**src/logic/spi_regs_pkg.sv**
```systemverilog
// spi_regs_pkg: register offsets, field positions, reset values, rate table
// assumes a 32-bit apb bus with byte addresses and one clock, ref_clk
// Function
// software writes data only while tx empty
// data write clears the tx empty flag
// tx empty set at reset, tracks buffer
// mode fault sets only with detection enabled
// disabling detection keeps a set fault
// master without detection frees select pin
// detection enabled makes select spi input
// slave never frees the select pin; the code frees it to port logic while the module is disabled
// master without detection ignores select level
// slave without detection only masks faults
// rate codes give divisors 2, 8, 32, 128
// serial clock is base over twice divisor
// rate field idle in slave, reset zero
// data write loads only tx buffer
// data read returns separate rx buffer
// no read-modify-write on data register
// tx load into shifter sets tx empty
// tx empty with enable raises request
// select edge sets fault per mode
// fault clears by status read, control write
// every access decodes, completes in one cycle
package spi_regs_pkg;
    // ---------------------------------------------------------------
    // register byte offsets
    // ---------------------------------------------------------------
    localparam logic [7:0] OFS_CTRL   = 8'h00; // serial_control_reg
    localparam logic [7:0] OFS_STAT   = 8'h04; // serial_status_control
    localparam logic [7:0] OFS_DATA   = 8'h08; // serial_data_buffer
    // ---------------------------------------------------------------
    // field positions
    // ---------------------------------------------------------------
    localparam int C_TIE    = 0; // tx_empty_irq_enable
    localparam int C_ENA    = 1; // module enable
    localparam int C_MST    = 3; // master mode
    localparam int S_RLO    = 0; // rate_select_lo
    localparam int S_RHI    = 1; // rate_select_hi
    localparam int S_FEN    = 2; // fault_detect_enable
    localparam int S_TXE    = 3; // tx_empty_flag
    localparam int S_MODE_FAULT_FLAG   = 4; // mode_fault_flag
    // ---------------------------------------------------------------
    // reset values
    // ---------------------------------------------------------------
    localparam logic       RST_MST  = 1'b1;
    localparam logic       RST_TXE  = 1'b1;
    localparam logic [1:0] RST_RATE = 2'h0;
    // rate divisor for the two-bit select code
    function automatic logic [7:0] rate_div(input logic [1:0] sel);
        logic [7:0] d;
        d = 8'h02;
        unique case (sel)
            2'h0: d = 8'h02;
            2'h1: d = 8'h08;
            2'h2: d = 8'h20;
            2'h3: d = 8'h80;
        endcase
        return d;
    endfunction : rate_div
endpackage : spi_regs_pkg

```
**src/logic/mode_if.sv**
```systemverilog
// mode_if: mode and rate settings shared with the helper modules
// assumes the register block drives every signal from flip-flops
interface mode_if;
    logic       spi_enable;  // module enabled
    logic       master_mode; // 1 master, 0 slave
    logic       fault_en;    // fault_detect_enable
    logic [1:0] rate_sel;    // rate_select_hi, rate_select_lo
    modport ctrl (output spi_enable, master_mode, fault_en, rate_sel);
    modport user (input  spi_enable, master_mode, fault_en, rate_sel);
endinterface : mode_if

```
**src/logic/rate_gen.sv**
```systemverilog
// rate_gen: master serial clock divider from the base clock
// assumes ref_clk is the base clock and run comes from the shifter
module rate_gen (
    input  wire logic ref_clk,
    input  wire logic resetn,
    mode_if.user      mode,
    input  wire logic run,
    output logic      sck,
    output logic      sck_edge
);
    logic [7:0] cnt_r, cnt_nxt;   // cycles into the half period
    logic       sck_r, sck_nxt;   // serial clock level
    logic       edg_r, edg_nxt;   // one-cycle toggle marker
    logic       active;           // divider running
    logic [7:0] half;             // half period in base cycles
    // next state: toggle every divisor cycles
    always_comb begin
        active  = mode.spi_enable & mode.master_mode & run;
        half    = spi_regs_pkg::rate_div(mode.rate_sel);
        cnt_nxt = 8'h00;
        sck_nxt = 1'b0;
        edg_nxt = 1'b0;
        if (active) begin
            sck_nxt = sck_r;
            if (cnt_r == half - 8'h01) begin
                sck_nxt = ~sck_r;
                edg_nxt = 1'b1;
            end else begin
                cnt_nxt = cnt_r + 8'h01;
            end
        end
    end
    // state registers
    always_ff @(posedge ref_clk or negedge resetn) begin
        if (!resetn) begin
            cnt_r <= 8'h00;
            sck_r <= 1'b0;
            edg_r <= 1'b0;
        end else begin
            cnt_r <= cnt_nxt;
            sck_r <= sck_nxt;
            edg_r <= edg_nxt;
        end
    end
    assign sck      = sck_r;
    assign sck_edge = edg_r;
endmodule : rate_gen

```
**src/logic/spi_status_data_regs.sv**
```systemverilog
// spi_status_data_regs: apb registers, flags and pin control of the spi
// assumes a shifter on ref_clk takes tx_byte and delivers rx_byte
module spi_status_data_regs (
    input  wire logic        ref_clk,
    input  wire logic        resetn,
    input  wire logic        psel,
    input  wire logic        penable,
    input  wire logic        pwrite,
    input  wire logic [7:0]  paddr,
    input  wire logic [31:0] pwdata,
    output logic      [31:0] prdata,
    output logic             pready,
    output logic             pslverr,
    input  wire logic        ss_pin,
    input  wire logic        xfer_active,
    input  wire logic        tx_load,
    input  wire logic        rx_strobe,
    input  wire logic [7:0]  rx_byte,
    input  wire logic        sck_run,
    output logic      [7:0]  tx_byte,
    output logic             tx_full,
    output logic             tx_irq,
    output logic             mode_fault,
    output logic             ss_gpio_owned,
    output logic             ss_to_spi,
    output logic             spi_enable,
    output logic             master_mode,
    output logic             sck,
    output logic             sck_edge
);
    // ---------------------------------------------------------------
    // state
    // ---------------------------------------------------------------
    logic        tie_r, tie_nxt;     // tx_empty_irq_enable
    logic        ena_r, ena_nxt;     // module enable
    logic        mst_r, mst_nxt;     // master mode
    logic        fen_r, fen_nxt;     // fault_detect_enable
    logic [1:0]  rate_r, rate_nxt;   // rate select field
    logic        txe_r, txe_nxt;     // tx_empty_flag
    logic        mode_fault_flag_r, mode_fault_flag_nxt;   // mode_fault_flag
    logic        arm_r, arm_nxt;     // status read seen with fault set
    logic [7:0]  txb_r, txb_nxt;     // transmit buffer
    logic [7:0]  rxb_r, rxb_nxt;     // receive buffer
    logic [31:0] rd_r, rd_nxt;       // read data held for access
    // ---------------------------------------------------------------
    // bus decode
    // ---------------------------------------------------------------
    logic        setup;              // first apb cycle
    logic        access;             // second apb cycle
    logic        hit_ctrl;           // control address
    logic        hit_stat;           // status address
    logic        hit_data;           // data address
    logic        mapped;             // any register hit
    logic        wr_ctrl;            // control write taken
    logic        wr_stat;            // status write taken
    logic        wr_data;            // data write taken
    logic        rd_stat;            // status read taken
    // ---------------------------------------------------------------
    // pin and fault signals
    // ---------------------------------------------------------------
    logic        ss_level;           // filtered select level
    logic        ss_fall;            // select went low
    logic        ss_rise;            // select went high
    logic        gpio_owns;          // port logic owns the pin
    logic        fault_set;          // mode fault event
    logic        fault_clr;          // clearing sequence done
    mode_if      mode ();            // settings for helpers

    // apb phases and address match, one-cycle access
    always_comb begin
        setup    = psel & ~penable;
        access   = psel & penable;
        hit_ctrl = (paddr == spi_regs_pkg::OFS_CTRL);
        hit_stat = (paddr == spi_regs_pkg::OFS_STAT);
        hit_data = (paddr == spi_regs_pkg::OFS_DATA);
        mapped   = hit_ctrl | hit_stat | hit_data;
        wr_ctrl  = access & pwrite & hit_ctrl;
        wr_stat  = access & pwrite & hit_stat;
        wr_data  = access & pwrite & hit_data;
        rd_stat  = access & ~pwrite & hit_stat;
    end

    // handshake: ready in every access, error on unmapped address
    assign pready  = access;
    assign pslverr = access & ~mapped;

    // ---------------------------------------------------------------
    // helper modules
    // ---------------------------------------------------------------
    assign mode.spi_enable  = ena_r;
    assign mode.master_mode = mst_r;
    assign mode.fault_en    = fen_r;
    assign mode.rate_sel    = rate_r;

    // select pin filter and ownership
    ss_ctrl u_ss (
        .ref_clk   (ref_clk),
        .resetn    (resetn),
        .mode      (mode),
        .ss_pin    (ss_pin),
        .ss_level  (ss_level),
        .ss_fall   (ss_fall),
        .ss_rise   (ss_rise),
        .gpio_owns (gpio_owns)
    );

    // master clock divider
    rate_gen u_rate (
        .ref_clk  (ref_clk),
        .resetn   (resetn),
        .mode     (mode),
        .run      (sck_run),
        .sck      (sck),
        .sck_edge (sck_edge)
    );

    // ---------------------------------------------------------------
    // fault detection
    // ---------------------------------------------------------------
    // master faults on any fall, slave on rise mid transfer
    always_comb begin
        fault_set = fen_r & ena_r
                  & ((mst_r & ss_fall)
                  | (~mst_r & ss_rise & xfer_active));
        fault_clr = wr_ctrl & arm_r;
    end

    // ---------------------------------------------------------------
    // register next values
    // ---------------------------------------------------------------
    always_comb begin
        tie_nxt  = tie_r;
        ena_nxt  = ena_r;
        mst_nxt  = mst_r;
        fen_nxt  = fen_r;
        rate_nxt = rate_r;
        txe_nxt  = txe_r;
        mode_fault_flag_nxt = mode_fault_flag_r;
        arm_nxt  = arm_r;
        txb_nxt  = txb_r;
        rxb_nxt  = rxb_r;
        rd_nxt   = rd_r;
        // control register write
        if (wr_ctrl) begin
            tie_nxt = pwdata[spi_regs_pkg::C_TIE];
            ena_nxt = pwdata[spi_regs_pkg::C_ENA];
            mst_nxt = pwdata[spi_regs_pkg::C_MST];
        end
        // status register write: only the writable bits change
        if (wr_stat) begin
            fen_nxt  = pwdata[spi_regs_pkg::S_FEN];
            rate_nxt = pwdata[spi_regs_pkg::S_RHI:spi_regs_pkg::S_RLO];
        end
        // data write fills the tx buffer only
        if (wr_data) begin
            txb_nxt = pwdata[7:0];
            txe_nxt = 1'b0;
        end
        // shifter took the byte: buffer empty again, set wins
        if (tx_load) begin
            txe_nxt = 1'b1;
        end
        // receive buffer loads from the shifter only
        if (rx_strobe) begin
            rxb_nxt = rx_byte;
        end
        // arm the fault clear on a status read with the flag set
        if (rd_stat & mode_fault_flag_r) begin
            arm_nxt = 1'b1;
        end
        // control write after the read clears flag and arm
        if (fault_clr) begin
            mode_fault_flag_nxt = 1'b0;
            arm_nxt  = 1'b0;
        end
        // a new fault wins over the clear
        if (fault_set) begin
            mode_fault_flag_nxt = 1'b1;
        end
        // read data is taken in setup and held through access
        if (setup) begin
            rd_nxt = 32'h0000_0000;
            if (hit_ctrl) begin
                rd_nxt[spi_regs_pkg::C_TIE] = tie_r;
                rd_nxt[spi_regs_pkg::C_ENA] = ena_r;
                rd_nxt[spi_regs_pkg::C_MST] = mst_r;
            end
            if (hit_stat) begin
                rd_nxt[spi_regs_pkg::S_RHI:spi_regs_pkg::S_RLO] = rate_r;
                rd_nxt[spi_regs_pkg::S_FEN]  = fen_r;
                rd_nxt[spi_regs_pkg::S_TXE]  = txe_r;
                rd_nxt[spi_regs_pkg::S_MODE_FAULT_FLAG] = mode_fault_flag_r;
            end
            if (hit_data) begin
                rd_nxt[7:0] = rxb_r;
            end
        end
    end

    // ---------------------------------------------------------------
    // register storage
    // ---------------------------------------------------------------
    always_ff @(posedge ref_clk or negedge resetn) begin
        if (!resetn) begin
            tie_r  <= 1'b0;
            ena_r  <= 1'b0;
            mst_r  <= spi_regs_pkg::RST_MST;
            fen_r  <= 1'b0;
            rate_r <= spi_regs_pkg::RST_RATE;
            txe_r  <= spi_regs_pkg::RST_TXE;
            mode_fault_flag_r <= 1'b0;
            arm_r  <= 1'b0;
            txb_r  <= 8'h00;
            rxb_r  <= 8'h00;
            rd_r   <= 32'h0000_0000;
        end else begin
            tie_r  <= tie_nxt;
            ena_r  <= ena_nxt;
            mst_r  <= mst_nxt;
            fen_r  <= fen_nxt;
            rate_r <= rate_nxt;
            txe_r  <= txe_nxt;
            mode_fault_flag_r <= mode_fault_flag_nxt;
            arm_r  <= arm_nxt;
            txb_r  <= txb_nxt;
            rxb_r  <= rxb_nxt;
            rd_r   <= rd_nxt;
        end
    end

    // ---------------------------------------------------------------
    // outputs
    // ---------------------------------------------------------------
    assign prdata        = rd_r;
    assign tx_byte       = txb_r;
    assign tx_full       = ~txe_r;
    assign tx_irq        = txe_r & tie_r;
    assign mode_fault    = mode_fault_flag_r;
    assign spi_enable    = ena_r;
    assign master_mode   = mst_r;
    assign ss_gpio_owned = gpio_owns;
    // spi sees the pin only when it owns it, else inactive high
    assign ss_to_spi     = gpio_owns | ss_level;
endmodule : spi_status_data_regs

```
**src/logic/ss_ctrl.sv**
```systemverilog
// ss_ctrl: slave-select pin synchroniser, edges and pin ownership
// assumes ss_pin is an asynchronous pin level, active low
module ss_ctrl (
    input  wire logic ref_clk,
    input  wire logic resetn,
    mode_if.user      mode,
    input  wire logic ss_pin,
    output logic      ss_level,
    output logic      ss_fall,
    output logic      ss_rise,
    output logic      gpio_owns
);
    logic [2:0] sy_r, sy_nxt;   // three-stage synchroniser
    logic       lvl_r, lvl_nxt; // accepted level
    logic       fl_r, fl_nxt;   // falling edge pulse
    logic       rs_r, rs_nxt;   // rising edge pulse
    // next state: accept a change once stages two and three agree
    always_comb begin
        sy_nxt = {sy_r[1:0], ss_pin};
        lvl_nxt = (sy_r[1] == sy_r[2]) ? sy_r[2] : lvl_r;
        fl_nxt = lvl_r & ~lvl_nxt;
        rs_nxt = ~lvl_r & lvl_nxt;
    end
    // state registers, select idles high
    always_ff @(posedge ref_clk or negedge resetn) begin
        if (!resetn) begin
            sy_r  <= 3'h7;
            lvl_r <= 1'b1;
            fl_r  <= 1'b0;
            rs_r  <= 1'b0;
        end else begin
            sy_r  <= sy_nxt;
            lvl_r <= lvl_nxt;
            fl_r  <= fl_nxt;
            rs_r  <= rs_nxt;
        end
    end
    assign ss_level = lvl_r;
    assign ss_fall  = fl_r;
    assign ss_rise  = rs_r;
    // port logic owns the pin when disabled or master without detection
    assign gpio_owns = ~mode.spi_enable
                     | (mode.master_mode & ~mode.fault_en);
endmodule : ss_ctrl

```
**config.mk**
```make
export PLATFORM = sky130hd
export DESIGN_NAME = spi_status_data_regs
export DESIGN_NICKNAME = d
export VERILOG_FILES = /design/src/logic/spi_regs_pkg.sv /design/src/logic/mode_if.sv /design/src/logic/rate_gen.sv /design/src/logic/spi_status_data_regs.sv /design/src/logic/ss_ctrl.sv
export SDC_FILE = /design/constraint.sdc
export NUM_CORES = 1
export LEC_CHECK = 0
export ABC_AREA = 1
export BUFFER_PORTS_ARGS = -buffer_cell sky130_fd_sc_hd__buf_2
export CAP_MARGIN = 0
export CELL_PAD_IN_SITES_DETAIL_PLACEMENT = 1
export CELL_PAD_IN_SITES_GLOBAL_PLACEMENT = 1
export CORE_UTILIZATION = 30
export CTS_CLUSTER_SIZE = 10
export DETAILED_ROUTE_END_ITERATION = 8
export GPL_ROUTABILITY_DRIVEN = 0
export PLACE_DENSITY = 0.72
export SLEW_MARGIN = 20
export SYNTH_ARGS = -nofsm -noshare
export SYNTH_HDL_FRONTEND = slang
export SYNTH_SLANG_ARGS = --single-unit
```
**constraint.sdc**
```tcl
create_clock -name ref_clk -period 1.4 [get_ports ref_clk]
set_clock_uncertainty 0.15 [all_clocks]
set_input_delay 0.14 -clock ref_clk [delete_from_list [all_inputs] [get_ports ref_clk]]
set_output_delay 0.14 -clock ref_clk [all_outputs]
set_load 0.01 [all_outputs]
```
Word level (Yosys, flattened, before mapping)

Index checks and enable logic that the tools add are counted.

Register bits: 49
Input port bits: 58
Output and inout bits: 51

Bitwise operators: 37
Add/subtract/negate cells: 2
Multiplexer cells: 18
Reductions and logical operators: 5
Equality and inequality tests: 8

Operator list:

| cell                                                                  | number |
|---|---|
| 8-bit case mux with 4 select lines                                    | 1 |
| 8-bit two-way mux                                                     | 3 |
| 1-bit bitwise AND                                                     | 22 |
| 1-bit two-way mux                                                     | 12 |
| 1-bit inverter                                                        | 10 |
| 8-bit by 1-bit adder with 8-bit output, second input constant         | 1 |
| 8-bit by 3-bit equality test with 1-bit output, second input constant | 1 |
| 8-bit by 4-bit equality test with 1-bit output, second input constant | 1 |
| 8-bit equality test                                                   | 1 |
| 8-bit zero test                                                       | 1 |
| 8-bit by 1-bit subtractor with 8-bit output, second input constant    | 1 |
| 2-bit nonzero test                                                    | 3 |
| 5-bit two-way mux                                                     | 1 |
| 1-bit OR                                                              | 5 |
| 2-bit equality test, second input constant                            | 2 |
| 2-bit by 1-bit equality test with 1-bit output, second input constant | 1 |
| 2-bit zero test                                                       | 1 |
| 2-bit two-way mux                                                     | 1 |
| 2-bit != test, second input constant                                  | 1 |
| 1-bit equality test                                                   | 1 |

Longest topological paths before layout

Gate-level depths: netlist (run 1).

Depth in word-level cells: 6
Mapped depth: 10

Hierarchy

From an unflattened synthesis (run 1), not the netlist that was laid out.

Cells, all modules: 302
Area total of the unflattened synthesis: 2537.4 um^2

Modules (own cells, without submodules):

| module               | area an instance (um^2) | seq. area each (um^2) | times used | cells an instance |
|---|---|---|---|---|
| spi_status_data_regs | 1732.9                  | 828.3                 | 1          | 202 |
| rate_gen             | 608.1                   | 250.2                 | 1          | 85 |
| ss_ctrl              | 196.4                   | 155.1                 | 1          | 15 |

Worst setup path after synthesis (run 1)

No wires, ideal clock.

Path type: flip-flop to output port
From: register mst_r (netlist: master_mode)
To: output port ss_to_spi
Required time: 1.110 ns
Arrival: 1.145 ns
Cell stages (with the launch flop): 4
Path slack: -0.035 ns
Buffers on the path: 0
Path through: dfstp_2 inv_1 o21ai_0 or2_2

Cells in the longest elaborated chain, start to end: 3

Ends and longest elaborated chain:

| what                     | RTL line                    | source |
|---|---|---|
| start: declaration       | spi_status_data_regs.sv:36  | `logic mst_r, mst_nxt;` |
| start signal: assignment | spi_status_data_regs.sv:207 | `mst_r <= spi_regs_pkg::RST_MST;` |
| start signal: assignment | spi_status_data_regs.sv:219 | `mst_r <= mst_nxt;` |
| 1-bit bitwise AND        | ss_ctrl.sv:43               | `\| (mode.master_mode & ~mode.fault_en);` |
| 1-bit OR                 | ss_ctrl.sv:43               |  |
| named net ss_gpio_owned  | spi_status_data_regs.sv:24  | `output logic ss_gpio_owned,` |
| 1-bit OR                 | spi_status_data_regs.sv:243 | `assign ss_to_spi = gpio_owns \| ss_level;` |
| end: declaration         | spi_status_data_regs.sv:25  | `output logic ss_to_spi,` |

The timed path passes the listed nets, and every way through them passes these cells.

Worst setup path after layout (run 1)

From: register mst_r (netlist: master_mode)
To: output port ss_to_spi

Cells in the longest elaborated chain, start to end: 3

Ends and longest elaborated chain:

| what              | RTL line |
|---|---|
| 1-bit bitwise AND | ss_ctrl.sv:43 |
| 1-bit OR          | ss_ctrl.sv:43 |
| 1-bit OR          | spi_status_data_regs.sv:243 |

No other way between the ends.

==> impl_metrics.tcl, run 1 <==
set metrics [dict create \
    rsz0062_at_grt "true" \
    hold_viol 0 \
    max_freq_mhz 659 \
    worstPathArrival_ns 1.23 \
    initialDrtViolationCount 31 \
    num-nets-final 458 \
    route.detailed.drc 0 \
    routed_via_density 4.38 \
    synth_area_leaders "dfrtp_1 (43%), nand2_1 (11%), buf_4 (7.2%), dfstp_2 (6.3%), inv_1 (5.0%)" \
    whs_ns 0.0335 \
    die_area_mm2 0.00870 \
    diodes 0 \
    r2r_start "mode.rate_sel[0]" \
    core_mm2 0.00789 \
    start_util_pct 31.7 \
    drt_pre_antenna_iters 4 \
    synth_cell_types 30 \
    clock_path_buffers 2 \
    ys_seq_elements 49 \
    layout_commonest_cell "nand2_1" \
    grt_max_degree 50 \
    powerDensity_mw_per_mm2 824 \
    violations "setup timing" \
    numPortBuffers 60 \
    ys_seq_area_share_pct 49.4 \
    finalPower_mw 2.79 \
    dp_hpwl_um 4520 \
    syn_avg_cell_area_um2 8.56 \
    finalCriticalPeriod_ns 1.52 \
    drv_slew 0 \
    grt-ovfl-total 0 \
    endpoint_kind "output port" \
    maxCapViolCount 0 \
    antenna_left 0 \
    stdcell_count 502 \
    drive_gt1_share_pct 37.0 \
    h-tree-depth 2 \
    num_io_pins 109 \
    floorplan.rows 32 \
    final_area_mm2 0.00338 \
    critPathRequiredTime_ns 1.11 \
    syn_area_mm2 0.00250 \
    netlist_instances 292 \
    die_height_um 93.3 \
    yosys.area.top_type_share_pct 43.1 \
    path_clk_slew_ns 0.09 \
    synth_top_cell_by_area "dfrtp_1" \
    min_from "rx_strobe" \
    status "finished, violations left" \
    placed_cells 463 \
    period_share_pct 108 \
    syn_to_final_growth_pct 35.5 \
    root_buffer "clkbuf_8" \
    setup_viol 9 \
    grt.total_usage_pct 15.8 \
    grt_first_pass_wirelength_um 10600 \
    vdd_drop_max_v 0.000339 \
    cp-startpoint "master_mode" \
    hp-class "in2reg" \
    cts_buffers 5 \
    yosys_warnings 0 \
    cts_tree "done" \
    dieWidth_um 93.3 \
    final_cell_mix "nand2_1 (73), buf_2 (57), dfrtp_1 (41)" \
    via_count 2199 \
    wire_per_inst_um 12.8 \
    clk_latency_ns 0.30 \
    wl_um 6440 \
    antenna_found_initial 0 \
    cp-start-kind "register" \
    crit_fanout 2 \
    crit_type "reg2out" \
    p_leak_nw 1.86 \
    clock-sinks 49 \
    first_global_vias 2244 \
    setup_slack_ns -0.117 \
    placed_cell_area_mm2 0.00292 \
    setup_tns_ns -0.503 \
]
[path summary, 6_finish.rpt]
kind                       depth (start not counted)  slack [ns]              end
setup / recovery                                   4       -0.12        ss_to_spi
hold / removal                                     3        0.03         rxb_r[1]
setup reg to reg                                   8       -0.06  u_rate.cnt_r[4]
hold reg to reg                                    0        0.21     u_ss.sy_r[1]
max in group asynchronous                          3        0.61     u_ss.sy_r[2]
min in group asynchronous                          3        0.21            arm_r
[through the flow]
stage                     utilization, %  setup slack [ns]
after floorplan                        -            0.0385
after global placement              37.0           -0.0426
after detailed placement            37.0           -0.0861
after CTS                           41.8            -0.181
after global routing                42.9            -0.178
final                               42.9            -0.117
[synthesized netlist by cell type]
cell and count:
nand3_1 20, mux2_2 5, or2_2 1, buf_2 2, ha_1 1, buf_4 24, inv_1 33, xor2_1 3
nand4_1 4, dfrtp_1 43, nand2_2 6, o21ai_1 4, nor2_8 1, nor2_2 5, xnor2_1 1, nor2_4 2
nand2_4 3, a21o_1 1, o21ai_2 4, conb_1 1, o21bai_1 1, and3_1 1, nor3_1 2, nor2_1 19
dfstp_2 6, inv_2 7, o21ai_0 14, buf_6 2, o2111ai_1 1, nand2_1 75
[area by class of cell]
cell class	instances	area (um2)
clock buffer	6	72.6
tap	102	128
fill	956	4500
timing repair buffer	105	723
multi-input combinational	198	1040
sequential	49	1240
clock inverter	2	35.0
inverter	40	150
[power breakdown]
group	total, mW	internal (mW)	switching (mW)
sequential	1.49	1.46	0.0229
combinational	0.297	0.131	0.166
clock	1.01	0.531	0.475
[metal layers]
metal	vias up	GRT usage, %	share of wire (%)
li1	1066	-	-
met1	1077	18.3	40
met2	48	30.1	56
met3	8	2.03	2.3
met4	0	4.74	1.5
met5	-	0	0
[timing repair]
item | in CTS | in global routing
gates resized for setup | 10 | 14
hold buffers | 19 | 1
buffers inserted | 7 | 4
endpoints found under the setup margin | 11 | 14
pin swaps | 7 | 4
endpoints found under the hold margin | 70 | 3
[critical path: stages (launching register included)]
cell     delay (ns)
dfstp_2        0.56
inv_2          0.04
o21ai_2        0.11
or2_4          0.13
buf_6          0.09
[cell families (layout without fill, tap and decap cells)]
| family | Yosys count | in the layout | share of synthesized area (%) |
|---|---|---|---|
| AOI/OAI and AO/OA | 25 | 25 | 5.96 |
| xor gates and xnor gates | 4 | 4 | 1.40 |
| adders and majority gates | 1 | 1 | 0.501 |
| buffers and inverters | 68 | 153 | 14.5 |
| DFF | 49 | 49 | 49.4 |
| muxes | 5 | 5 | 2.25 |
| other | 1 | 24 | 0.150 |
| and+or+nand+nor | 139 | 139 | 25.8 |
[registers in the layout, indices dropped and copies added (netlist names)]
register	flops
tx_byte	8
u_ss.ss_level	1
spi_enable	1
tie_r	1
mode_fault	1
master_mode	1
arm_r	1
mode.rate_sel	2
fen_r	1
u_rate.cnt_r	8
u_rate.sck	1
prdata	8
txe_r	1
u_ss.ss_fall	1
u_rate.sck_edge	1
rxb_r	8
u_ss.ss_rise	1
u_ss.sy_r	3
Note: power is estimated with default switching activity, not from simulation.
==> inputs of run 2 (changes only) <==
==> constraint.sdc (replaced) <==
create_clock -name ref_clk -period 1.4 [get_ports ref_clk]
set_clock_uncertainty 0.15 [all_clocks]
set_input_delay 0.14 -clock ref_clk [delete_from_list [all_inputs] [get_ports ref_clk]]
set_output_delay 0.14 -clock ref_clk [all_outputs]
set_load 0.02 [all_outputs]
==> run 2 against run 1 <==
The flow still finishes with violations (setup timing). Global-route usage shrank 0.53 points. Highest routed layer unchanged. Cell area grew 0.15%. Fmax shrank 2.3%.
==> impl_metrics.tcl, run 2 (synthesis results as in run 1) <==
set metrics [dict create \
    min_to "rxb_r[0]" \
    placed_cells 465 \
    seq_power_share_pct 52.5 \
    num_io_pins 109 \
    setup_tns_ns -0.503 \
    setup_viol 9 \
    grt_first_pass_wirelength_um 10400 \
    p_switching_mw 0.701 \
    hold_depth 3 \
    reg2reg_depth 8 \
    final_area_mm2 0.00339 \
    worstPathArrival_ns 1.26 \
    wl_um 6110 \
    antenna_left 0 \
    crit_fanout 3 \
    crit_type "reg2out" \
    critPathRequiredTime_ns 1.11 \
    start_util_pct 31.7 \
    die_height_um 93.3 \
    grt-ovfl-total 0 \
    status "finished, violations left" \
    setup_slack_ns -0.152 \
    clockPowerShare_pct 35.8 \
    cts_buffers 5 \
    dp_hpwl_um 4500 \
    drive_gt1_share_pct 37.6 \
    drv_slew 0 \
    core_mm2 0.00789 \
    clock-sinks 49 \
    diodes 0 \
    routed_via_density 4.34 \
    final_cell_mix "nand2_1 (72), buf_2 (57), dfrtp_1 (41)" \
    internal_power_mw 2.13 \
    hp-class "in2reg" \
    placed_cell_area_mm2 0.00296 \
    drt_pre_antenna_iters 4 \
    via_count 2160 \
    root_buffer "clkbuf_8" \
    rsz0062_at_grt "true" \
    r2r_start "mode.rate_sel[1]" \
    swShare_pct 24.8 \
    vdd_drop_max_v 0.000388 \
    route.detailed.drc 0 \
    cp-start-kind "register" \
    layout_commonest_cell "nand2_1" \
    h-tree-depth 2 \
    maxCapViolCount 0 \
    die_area_mm2 0.00870 \
    period_share_pct 111 \
    fill_cells 965 \
    syn_to_final_growth_pct 35.7 \
    pwr-share-comb_pct 11.7 \
    r2r_slack_ns -0.04 \
    powerDensity_mw_per_mm2 835 \
    clk_latency_ns 0.30 \
    p_leak_nw 1.84 \
    antenna_found_initial 0 \
    stdcell_count 498 \
    numPortBuffers 60 \
    hold_viol 0 \
    cts_tree "done" \
    wire_per_inst_um 12.3 \
    grt_max_degree 50 \
    max_freq_mhz 644 \
    initialDrtViolationCount 57 \
    violations "setup timing" \
    min_from "rx_strobe" \
    path_clk_slew_ns 0.09 \
    dieWidth_um 93.3 \
    endpoint_kind "output port" \
    grt.total_usage_pct 15.3 \
    num-nets-final 454 \
    regToRegEndpoint "u_rate.cnt_r[2]" \
    first_global_vias 2274 \
    finalCriticalPeriod_ns 1.55 \
    clock_path_buffers 2 \
    floorplan.rows 32 \
]
[run 2: what timing repair did]
action | in CTS | in global routing
setup buffers | 3 | 3
endpoints found under the hold margin | 71 | 0
hold buffers | 19 | 0
gates resized for setup | 12 | 20
pin swaps | 3 | 6
setup endpoints to repair | 12 | 14
cloned | 0 | 0
[run 2: power by group through the flow]
stage	registers [mW]	clock network [mW]	logic (mW)
floorplan	1.51	0	0.206
global placement	1.51	0	0.281
detailed placement	1.51	0	0.286
CTS	1.49	1.05	0.331
global route	1.49	1.09	0.367
finish	1.49	1.01	0.330
[run 2: worst max path at each step]
stage / start / endpoint / slack [ns] / depth (start not counted)
floorplan: master_mode / ss_to_spi / 0.007 / 3
global placement: mode.rate_sel[1] / u_rate.cnt_r[4] / -0.05 / 8
detailed placement: mode.rate_sel[1] / u_rate.cnt_r[1] / -0.11 / 8
global route: master_mode / ss_to_spi / -0.22 / 4
finish: master_mode / ss_to_spi / -0.15 / 4
CTS: master_mode / ss_to_spi / -0.16 / 4
[run 2: layout make-up]
type / instances / area [um2] / share of cell area (%)
sequential: 49 / 1240 / 36.5
clock buffer: 6 / 72.6 / 2.14
multi-input combinational: 198 / 1060 / 31.2
inverter: 40 / 150 / 4.43
clock inverter: 2 / 38.8 / 1.14
tap: 102 / 128 / 3.77
timing repair buffer: 101 / 707 / 20.9
[run 2: through the flow]
stage | setup WS [ns] | hold slack, ns | total power, mW | util [%]
final | -0.152 | 0.0452 | 2.83 | 43.0
after global routing | -0.216 | 0.0532 | 2.95 | 43.0
after CTS | -0.161 | 0.0334 | 2.87 | 42.0
after detailed placement | -0.106 | 0.00333 | 1.80 | 37.5
after global placement | -0.0507 | 0.000271 | 1.79 | 37.5
after floorplan | 0.00709 | -0.306 | 1.72 | -
[run 2: critical path, cell delays in order, from the launching register on]
cell and delay [ns]:
dfstp_2 0.55, inv_2 0.05, o21ai_4 0.12, or2_4 0.13
buf_6 0.10
[run 2: per-layer routing]
| layer | track usage, % | vias up | wire length [um] |
|---|---|---|---|
| met5 | 0 | - | 0 |
| met4 | 4.62 | 0 | 83 |
| met3 | 2.44 | 7 | 207 |
| met2 | 28.6 | 50 | 3360 |
| met1 | 17.7 | 1044 | 2460 |
| li1 | - | 1059 | - |
